`src/aar_pkg.sv`:
```
// Package for the auto-negotiation ability register bank
package aar_pkg;

  // ----------------------------------------------------------------
  // Register offsets on the management frame
  // ----------------------------------------------------------------
  localparam logic [4:0] AAR_OFS_CTRL = 5'h00;
  localparam logic [4:0] AAR_OFS_ID2  = 5'h03;
  localparam logic [4:0] AAR_OFS_ADV  = 5'h04;
  localparam logic [4:0] AAR_OFS_LPA  = 5'h05;
  localparam logic [4:0] AAR_OFS_EXP  = 5'h06;

  // ----------------------------------------------------------------
  // Field positions and reset values
  // ----------------------------------------------------------------
  localparam int         AAR_CTRL_ANEG_BIT = 12;
  localparam int         AAR_ADV_RFAULT    = 13;
  localparam int         AAR_ADV_PAUSE     = 10;
  localparam int         AAR_ADV_T4        = 9;
  localparam int         AAR_ADV_TXFD      = 8;
  localparam int         AAR_ADV_TX        = 7;
  localparam int         AAR_ADV_10FD      = 6;
  localparam int         AAR_ADV_10        = 5;
  localparam int         AAR_EXP_PAGE_RX   = 1;
  localparam int         AAR_EXP_LP_ANEG   = 0;
  localparam logic [15:0] AAR_ADV_WR_MASK  = 16'h3fff;
  localparam logic [4:0] AAR_SEL_8023      = 5'h01;
  localparam logic [4:0] AAR_SEL_8029      = 5'h02;
  localparam logic [15:0] AAR_ADV_RESET    = {11'h000, AAR_SEL_8023};

  // ----------------------------------------------------------------
  // Frame field codes and cycle counts
  // ----------------------------------------------------------------
  localparam logic [1:0] AAR_OP_READ      = 2'b10;
  localparam logic [1:0] AAR_OP_WRITE     = 2'b01;
  localparam logic [5:0] AAR_PREAMBLE_LEN = 6'd32;
  localparam logic [5:0] AAR_ADDR_BITS    = 6'd10;
  localparam logic [5:0] AAR_DATA_BITS    = 6'd16;
  localparam logic [1:0] AAR_LCW_MATCHES  = 2'd3;

  // ----------------------------------------------------------------
  // Types
  // ----------------------------------------------------------------
  typedef enum logic [5:0] {
    AAR_S_PRE   = 6'b000001,
    AAR_S_START = 6'b000010,
    AAR_S_OP    = 6'b000100,
    AAR_S_ADDR  = 6'b001000,
    AAR_S_TA    = 6'b010000,
    AAR_S_DATA  = 6'b100000
  } aar_state_t;

  // Link code word delivered by the negotiation engine
  typedef struct packed {
    logic        valid;
    logic [15:0] word;
  } aar_lcw_t;

  typedef struct packed {
    aar_state_t  st;
    logic        mdc;
    logic [5:0]  cnt;
    logic [1:0]  op;
    logic [9:0]  addr;
    logic [15:0] sh;
    logic        hit;
    logic        mdio_o;
    logic        mdio_oe;
    logic        loaded;
    logic        aneg_en;
    logic        an_start;
    logic [15:0] adv;
    logic [15:0] lpa;
    logic        page_rx;
    logic        lp_aneg;
    logic [15:0] last_lcw;
    logic [1:0]  match;
  } aar_regs_t;

endpackage

```
`src/aar_autoneg_regs.sv`:
```
// Management-frame register bank: identifier, advertisement, partner ability
`timescale 1ns/100ps

// Summary of operation
// - ID2 upper six bits: read-only vendor bits
// - ID2 bits 9:4: read-only model code
// - ID2 low nibble: read-only revision code
// - Advert bit 10 pause, writable, resets zero
// - Advert bit 9 T4, writable, resets zero
// - TX full-duplex loads duplex AND hundred straps
// - TX half-duplex loads hundred strap, writable
// - 10 full-duplex loads duplex AND ten straps
// - 10 half-duplex loads ten strap, writable
// - Selector writable, resets to 802.3 code
// - Advert bit 13 remote fault, writable, zero
// - Partner bit 15 reports next page
// - Partner bit 14 reports acknowledge
// - Partner bit 10 reports pause
// - Partner bits 9:5 report technology abilities
// - Partner low five bits report selector
// - Page received latches on three identical words
// - Negotiation enable starts with advertised abilities
module aar_autoneg_regs #(
  parameter logic [5:0] VENDOR_ID_BITS = 6'h2a, // Arbitrary value
  parameter logic [5:0] MODEL_CODE     = 6'h11, // Arbitrary value
  parameter logic [3:0] REVISION_CODE  = 4'h1   // Arbitrary value
) (
  // Clock and reset
  input  wire logic            mclk_i,
  input  wire logic            rst_i,
  // Configuration straps and port address
  input  wire logic            full_duplex_strap_i,
  input  wire logic            speed100_strap_i,
  input  wire logic            speed10_strap_i,
  input  wire logic            aneg_enable_strap_i,
  input  wire logic [4:0]      phy_addr_i,
  // Serial management pins
  input  wire logic            mdc_i,
  input  wire logic            mdio_i,
  output logic                 mdio_o,
  output logic                 mdio_oe_o,
  // Negotiation engine side
  input  aar_pkg::aar_lcw_t    lcw_i,
  output logic                 aneg_enable_o,
  output logic                 aneg_start_o,
  output logic [15:0]          adv_word_o
);
  import aar_pkg::*;

  aar_regs_t q;
  aar_regs_t d;

  // ----------------------------------------------------------------
  // Read data selection
  // ----------------------------------------------------------------
  function automatic logic [15:0] rd_word(input aar_regs_t s, input logic [4:0] ofs);
    logic [15:0] r;
    r = 16'h0000;
    case (ofs)
      AAR_OFS_CTRL: r[AAR_CTRL_ANEG_BIT] = s.aneg_en;
      AAR_OFS_ID2:  r = {VENDOR_ID_BITS, MODEL_CODE, REVISION_CODE};
      AAR_OFS_ADV:  r = s.adv;
      AAR_OFS_LPA:  r = s.lpa;
      AAR_OFS_EXP: begin
        r[AAR_EXP_PAGE_RX] = s.page_rx;
        r[AAR_EXP_LP_ANEG] = s.lp_aneg;
      end
      default:      r = 16'h0000;
    endcase
    return r;
  endfunction

  logic        mdc_rise;
  logic        is_read;
  logic        is_write;
  logic [15:0] wr_word;
  logic        rd_exp;
  logic        page_set;
  logic [15:0] rd_sel;

  assign mdc_rise = mdc_i & ~q.mdc;
  assign is_read  = (q.op == AAR_OP_READ);
  assign is_write = (q.op == AAR_OP_WRITE);
  assign wr_word  = {q.sh[14:0], mdio_i};
  assign rd_sel   = rd_word(q, q.addr[4:0]);

  // ----------------------------------------------------------------
  // Next-state logic
  // ----------------------------------------------------------------
  always_comb begin
    d          = q;
    d.mdc      = mdc_i;
    d.an_start = 1'b0;
    rd_exp     = 1'b0;
    page_set   = 1'b0;

    // Straps are caught on the first edge after reset release
    if (!q.loaded) begin
      d.loaded             = 1'b1;
      d.aneg_en            = aneg_enable_strap_i;
      d.adv[AAR_ADV_TXFD]  = full_duplex_strap_i & speed100_strap_i;
      d.adv[AAR_ADV_TX]    = speed100_strap_i;
      d.adv[AAR_ADV_10FD]  = full_duplex_strap_i & speed10_strap_i;
      d.adv[AAR_ADV_10]    = speed10_strap_i;
      d.an_start           = aneg_enable_strap_i;
    end

    if (mdc_rise) begin
      case (q.st)
        AAR_S_PRE: begin
          // Suppressed preamble is not accepted: a full run is needed
          if (mdio_i) begin
            if (q.cnt != AAR_PREAMBLE_LEN) begin
              d.cnt = q.cnt + 6'd1;
            end
          end else if (q.cnt == AAR_PREAMBLE_LEN) begin
            d.st = AAR_S_START;
          end else begin
            d.cnt = 6'd0;
          end
        end
        AAR_S_START: begin
          d.cnt = 6'd0;
          d.st  = mdio_i ? AAR_S_OP : AAR_S_PRE;
        end
        AAR_S_OP: begin
          d.op  = {q.op[0], mdio_i};
          d.cnt = q.cnt + 6'd1;
          if (q.cnt == 6'd1) begin
            d.cnt = 6'd0;
            d.st  = AAR_S_ADDR;
          end
        end
        AAR_S_ADDR: begin
          d.addr = {q.addr[8:0], mdio_i};
          d.cnt  = q.cnt + 6'd1;
          if (q.cnt == AAR_ADDR_BITS - 6'd1) begin
            d.cnt = 6'd0;
            d.hit = ({q.addr[8:4], q.addr[3]} == {phy_addr_i, q.addr[3]});
            d.st  = (is_read || is_write) ? AAR_S_TA : AAR_S_PRE;
          end
        end
        AAR_S_TA: begin
          d.cnt = q.cnt + 6'd1;
          if (q.cnt == 6'd0) begin
            // Second turnaround bit is driven low by this end
            if (is_read && q.hit) begin
              d.mdio_oe = 1'b1;
              d.mdio_o  = 1'b0;
            end
          end else begin
            d.cnt = 6'd0;
            d.st  = AAR_S_DATA;
            if (is_read && q.hit) begin
              d.mdio_o = rd_sel[15];
              d.sh     = {rd_sel[14:0], 1'b0};
              rd_exp   = (q.addr[4:0] == AAR_OFS_EXP);
            end
          end
        end
        AAR_S_DATA: begin
          d.cnt = q.cnt + 6'd1;
          if (is_read) begin
            d.mdio_o = q.sh[15];
            d.sh     = {q.sh[14:0], 1'b0};
          end else begin
            d.sh = wr_word;
          end
          if (q.cnt == AAR_DATA_BITS - 6'd1) begin
            d.cnt     = 6'd0;
            d.st      = AAR_S_PRE;
            d.mdio_oe = 1'b0;
            d.mdio_o  = 1'b0;
            if (is_write && q.hit) begin
              case (q.addr[4:0])
                AAR_OFS_CTRL: begin
                  d.aneg_en = wr_word[AAR_CTRL_ANEG_BIT];
                  d.an_start = wr_word[AAR_CTRL_ANEG_BIT] & ~q.aneg_en;
                end
                AAR_OFS_ADV: begin
                  d.adv = wr_word & AAR_ADV_WR_MASK;
                  // reserved selector codes are stored as written
                end
                default: d.adv = q.adv;
              endcase
            end
          end
        end
        default: begin
          d.st      = AAR_S_PRE;
          d.cnt     = 6'd0;
          d.mdio_oe = 1'b0;
        end
      endcase
    end

    // three identical words latch the page
    if (lcw_i.valid) begin
      d.last_lcw = lcw_i.word;
      if (lcw_i.word != q.last_lcw || q.match == 2'd0) begin
        d.match = 2'd1;
      end else if (q.match != AAR_LCW_MATCHES) begin
        d.match = q.match + 2'd1;
        if (q.match == AAR_LCW_MATCHES - 2'd1) begin
          page_set = 1'b1;
          d.lpa     = lcw_i.word;
          d.lp_aneg = 1'b1;
        end
      end
    end

    // Read of the expansion word clears the latch; a new page wins
    if (page_set) begin
      d.page_rx = 1'b1;
    end else if (rd_exp) begin
      d.page_rx = 1'b0;
    end
  end

  // ----------------------------------------------------------------
  // State register
  // ----------------------------------------------------------------
  always_ff @(posedge mclk_i or posedge rst_i) begin
    if (rst_i) begin
      q          <= '0;
      q.st       <= AAR_S_PRE;
      q.adv      <= AAR_ADV_RESET;
    end else begin
      q <= d;
    end
  end

  // advertised abilities go to the engine
  assign adv_word_o    = q.adv;
  assign aneg_enable_o = q.aneg_en;
  assign aneg_start_o  = q.an_start;
  assign mdio_o        = q.mdio_o;
  assign mdio_oe_o     = q.mdio_oe;

endmodule

```
`config.mk`:
```
export PLATFORM = sky130hd
export DESIGN_NAME = aar_autoneg_regs
export DESIGN_NICKNAME = d
export VERILOG_FILES = /design/src/aar_pkg.sv /design/src/aar_autoneg_regs.sv
export SDC_FILE = /design/constraint.sdc
export NUM_CORES = 1
export LEC_CHECK = 0
export BUFFER_PORTS_ARGS = -buffer_cell sky130_fd_sc_hd__buf_2
export CAP_MARGIN = 20
export CORE_MARGIN = 4
export CORE_UTILIZATION = 25
export CTS_BUF_LIST = sky130_fd_sc_hd__clkbuf_4
export DETAILED_ROUTE_END_ITERATION = 12
export MAX_ROUTING_LAYER = met4
export SETUP_SLACK_MARGIN = 0.5
export SLEW_MARGIN = 20
export SYNTH_ARGS = -nofsm -noshare
export SYNTH_HDL_FRONTEND = slang
export SYNTH_SLANG_ARGS = --single-unit
export TNS_END_PERCENT = 100
```
`constraint.sdc`:
```
create_clock -name mclk_i -period 2.8 [get_ports mclk_i]
set_input_delay 0.28 -clock mclk_i [delete_from_list [all_inputs] [get_ports mclk_i]]
set_output_delay 0.28 -clock mclk_i [all_outputs]
set_load 0.02 [all_outputs]
```
**After elaboration in Yosys (flattened, before gate mapping)**

Cells that the tools add are included.

- Bits in registers: 98
- Latch bits: 0
- Bits in writable memories: 0
- Memory bits (read-only): 0
- Input bits: 30
- Output and inout bits: 20
- Logic and storage cells: 138
- Memories: 0

- Add/subtract/negate cells: 2
- $mul: 0
- Div/mod/pow operators: 0
- $lt $le $gt $ge: 0
- Equality and inequality tests: 33
- Shift operators: 0
- Mux-type cells: 53
- Bitwise operators: 9
- Reduce and logical (&&, ||, !) cells: 22

Operators with widths:

| cell | number |
|---|---|
| $mux 6 | 13 |
| $mux 18 | 4 |
| $pmux 16 s2 | 2 |
| $pmux 6 s6 | 1 |
| $mux 16 | 2 |
| $pmux 10 s3 | 1 |
| $pmux 6 s5 | 1 |
| $eq 6x4->1 const B | 3 |
| $ne 2x2->1 const B | 9 |
| $ne 16x16->1 | 1 |
| $eq 5x3->1 const B | 3 |
| $mux 1 | 15 |
| $eq 6x1->1 const B | 2 |
| $eq 6x6->1 const B | 2 |
| $mux 2 | 6 |
| $reduce_and 4->1 | 3 |
| $ne 3x3->1 const B | 3 |
| $pmux 3 s3 | 1 |
| $pmux 2 s4 | 1 |
| $reduce_and 7->1 | 1 |
| $add 6x1->6 const B | 1 |
| $eq 6x2->1 const B | 1 |
| $eq 6x3->1 const B | 1 |
| $eq 6x5->1 const B | 1 |
| other kinds (25) | 41 |

**Logic depth before layout (Yosys ltp)**

- Depth in word-level cells: 8
- Gate-level depth with buffers: 8
- Gate-level depth less buffers: 7

**Worst setup path before layout**

Ideal clock, no wire load.

- Kind: reg2reg
- From: reg q[86] (netlist bit)
- To: reg q[96] (netlist bit)
- Library setup time: 0.125 ns
- Arrival time: 1.986 ns
- Data required time: 2.675 ns
- Setup slack: 0.689 ns
- Cell stages (with the launch flop): 8
- Buffers on the path: 0
- Clock period less this slack: 2.111 ns
- Cell sequence: dfrtp_1 -> inv_1 -> ha_1 -> or3b_1 -> o311ai_1 -> nand3_1 -> nor3b_4 -> mux2_2

- Word-level cells in the longest chain between the ends: 3
- Elaborated cells on any way between the ends: 11
- Classes of those cells: 9 x eq/ne; 2 x reduce/logical

RTL lines:

| item | RTL line | source |
|---|---|---|
| start, declared | aar_autoneg_regs.sv:50 | `aar_regs_t q;` |
| $eq 6x4->1 (tied with other cells) | aar_autoneg_regs.sv:169 | `if (q.cnt == AAR_DATA_BITS - 6'd1) begin` |
| $ne 2x2->1 (no source line) | - |  |
| $reduce_and 7->1 (no source line) (*) | - |  |

Mark *: on every way between the ends. The rest lies on a longest branch, timed or not.
A chain may end at the register's enable or synchronous reset.

**Worst setup path in the final report**

- From: reg q[86] (netlist bit)
- To: reg q[98] (netlist bit)

Same word-level chain as after synthesis.

==> impl_metrics.toml <==
[critical_path]
start_kind = "flip-flop"
worstPathArrival_ps = 2590
critical_path_class = "flip-flop to flip-flop"
worstReg2RegEnd = "q[98]$_DFFE_PP0P_"
rr_worst_depth = 8
rrSetupSlack_ps = 570
cp_data_required_time_ps = 3150
worstPathMaxFanout = 5
rr_startpoint = "q[86]$_DFFE_PP0P_"
worstSetupEndpointType = "flip-flop"

[cts]
clock_path_buffers = 2
cts-root-buf = "clkbuf_4"
cts.sinks = 96
cts_tree = "done"
path_clk_slew_ps = 170
clk_latency_ps = 470
htree_levels = 3
cts_made_buffers = 9

[cells_and_area]
postLayoutCellArea_mm2 = 0.00585
multi_input_area_mm2 = 0.00250
antenna_cells = 0
stdcell_count = 788
nets = 551
seqCellArea_mm2 = 0.00241
nFillCells = 2087
fin_util = 0.287
area_delta_synth_final_pct = 12.4
drive_gt1_frac = 0.307

[route]
drc = 0
wirelength_um = 11800
wl_per_cell_um = 14.9
drtIter0Drc = 276
drt-pass1-iter-count = 4
antenna_left = 0
vias = 3630
routed_via_density = 4.61

[pwr]
total_power_mw = 3.20
p_seq_frac = 0.505
p_int_mw = 2.19
pwr-share-clk = 0.274
p_leak_nw = 2.55
vdd_drop_max_mv = 0.209
power.density_mw_per_mm2 = 547
switching_share = 0.316
switchingPower_mw = 1.01
comb_power_share = 0.221

[floorplanning]
die_w_um = 152
rows = 52
core_mm2 = 0.0204
die_h_um = 152
ioPinCount = 50
initial_core_util = 0.255
die-area_mm2 = 0.0232

[logic_synthesis]
ys_seq_area_frac = 0.462
ys.flop_type = "dfrtp_1"
synth.ff_latch_count = 96
postSynthCellCount = 479
synth_area_mm2 = 0.00520
synth_edf_count = 0
yosysMostFrequentCell = "dfrtp_1"
syn_avg_cell_area_um2 = 10.9
yosysUniqueCellTypes = 74
yosysWarnings = 0
async_reset_ff_frac = 1.00
synth_area_leader_cell = "dfrtp_1"
synth_common_cells = "94 x dfrtp_1, 54 x mux2_2, 39 x nand2_1, 21 x buf_4, 20 x mux2i_1"
synth_area_leaders = "dfrtp_1 45%, mux2_2 12%, mux2i_1 3.8%"
yosysTopAreaCellShare = 0.452

[sta]
slew_headroom = 0.601
period_minus_slack_ps = 2230
max_freq_ghz = 0.447
totalNegativeSetupSlack_ps = 0
fin_skew_ps = 20.2
period_share = 0.798
slew_violations = 0
timing_worst_slew_pin_value_ps = 593
rsz0062_at_grt = "false"
finalHoldViolCount = 0
setup_viol = 0

[placement]
dpl.hpwl_um = 8670
io_buffers = 47
dpl_cell_area_mm2 = 0.00560
place.gp.congestion = 0.861
dpl.cell_count = 765

[min_path]
min_path_cells = 2
hp-class = "input port to flip-flop"
hold_start = "lcw_i[7]"
worstHoldEndpoint = "q[27]$_DFFE_PP0P_"

[global_routing]
grt_max_degree = 97
grt_usage = 0.104
grt_pass1_vias = 3506
overflow = 0
grt_pass1_wl_um = 19300
antenna_found_initial = 0

[outcome]
status = "finished, final reports clean"

[run]
cap_violations = 0
==> worst max path at each step <==
| stage | startpoint | end | slack (ps) | cells past startpoint |
|---|---|---|---|---|
| 2_1_floorplan | q[86]$_DFFE_PP0P_ | q[96]$_DFFE_PP0P_ | 690 | 7 |
| 3_3_place_gp | lcw_i[10] | q[24]$_DFFE_PP0P_ | 470 | 7 |
| 3_5_place_dp | lcw_i[10] | q[26]$_DFFE_PP0P_ | 490 | 7 |
| 4_1_cts | q[12]$_DFFE_PP0P_ | q[26]$_DFFE_PP0P_ | 510 | 6 |
| 5_1_grt | q[86]$_DFFE_PP0P_ | q[98]$_DFFE_PP0P_ | 490 | 8 |
| 6_report | q[86]$_DFFE_PP0P_ | q[98]$_DFFE_PP0P_ | 570 | 8 |
==> cell usage in the layout (no fill, tap or decap), types with 4 or more instances in the layout <==
cell type / synthesis / layout
dfrtp_1: 94 / 92
mux2_2: 54 / 54
buf_2: 10 / 47
nand2_1: 39 / 39
mux2i_1: 20 / 20
nand3_1: 17 / 17
o21ai_0: 16 / 16
o21ai_1: 14 / 14
inv_1: 15 / 13
xor2_1: 13 / 13
nor3_1: 14 / 13
a21oi_1: 13 / 12
buf_4: 21 / 12
xnor2_1: 10 / 10
clkbuf_4: 0 / 10
nor2_1: 9 / 9
o211ai_1: 8 / 8
ha_1: 8 / 8
nand4_1: 7 / 7
nor2b_1: 6 / 6
nor4_1: 5 / 5
nand2b_1: 4 / 4
==> logic make-up after synthesis <==
| kind of cell | after synthesis | share of synthesized area |
|---|---|---|
| flip-flops | 96 | 0.462 |
| multiplexers | 74 | 0.155 |
| buffers and inverters | 56 | 0.0623 |
| other | 2 | 0.00144 |
| AO/OA/AOI/OAI | 85 | 0.107 |
| adder cells (fa/ha/maj) | 8 | 0.0192 |
| XOR/XNOR | 23 | 0.0387 |
| AND/OR/NAND/NOR | 135 | 0.154 |
==> registers in the layout, indices dropped and copies added, names as in the netlist <==
register	cells
aneg_enable_o	1
mdio_oe_o	1
q	78
mdio_o	1
adv_word_o	14
aneg_start_o	1
==> per-layer routing <==
| metal | GRT usage | part of all wire |
|---|---|---|
| met3 | 0.0173 | 0.044 |
| met2 | 0.159 | 0.47 |
| met1 | 0.145 | 0.48 |
| met5 | - | 0 |
| met4 | 0.0278 | 0.0086 |
==> stage by stage <==
step / setup slack [ps] / hold WS, ps
6_report: 565 / 85.5
5_1_grt: 491 / 72.3
4_1_cts: 512 / 61.5
3_5_place_dp: 492 / 437
3_3_place_gp: 469 / 432
2_1_floorplan: 689 / 311
==> layout make-up <==
cell class | instances | share of cell area
Sequential cell | 96 | 0.412
Clock inverter | 6 | 0.0154
Timing Repair Buffer | 63 | 0.0644
Clock buffer | 10 | 0.0128
Multi-Input combinational cell | 328 | 0.428
Tap cell | 270 | 0.0578
Inverter | 15 | 0.0103
==> worst max-delay path: stages, from the launching register on <==
cell and delay (ps):
dfrtp_1 460, inv_2 70, ha_1 150, or3b_1 340
o311ai_1 260, nand3_1 150, nor3b_4 230, buf_6 150
mux2_2 330
==> power groups by stage <==
stage                     combinational, mW  sequential [mW]  clock [mW]
final                                 0.707             1.62       0.875
after global routing                  0.779             1.64       0.953
after CTS                             0.685             1.61       0.901
after detailed placement              0.674             1.64           0
after global placement                0.676             1.63           0
after floorplan                       0.572             1.57           0
==> repair_timing <==
| item | in CTS | in global routing |
|---|---|---|
| hold endpoints to repair | 95 | 0 |
| setup endpoints to repair | 1 | 39 |
| pin swaps | 1 | 1 |
| resized for setup | 0 | 9 |
| hold buffers | 2 | 0 |
| buffers inserted | 1 | 4 |
No activity file was read; power rests on OpenSTA's default activity.
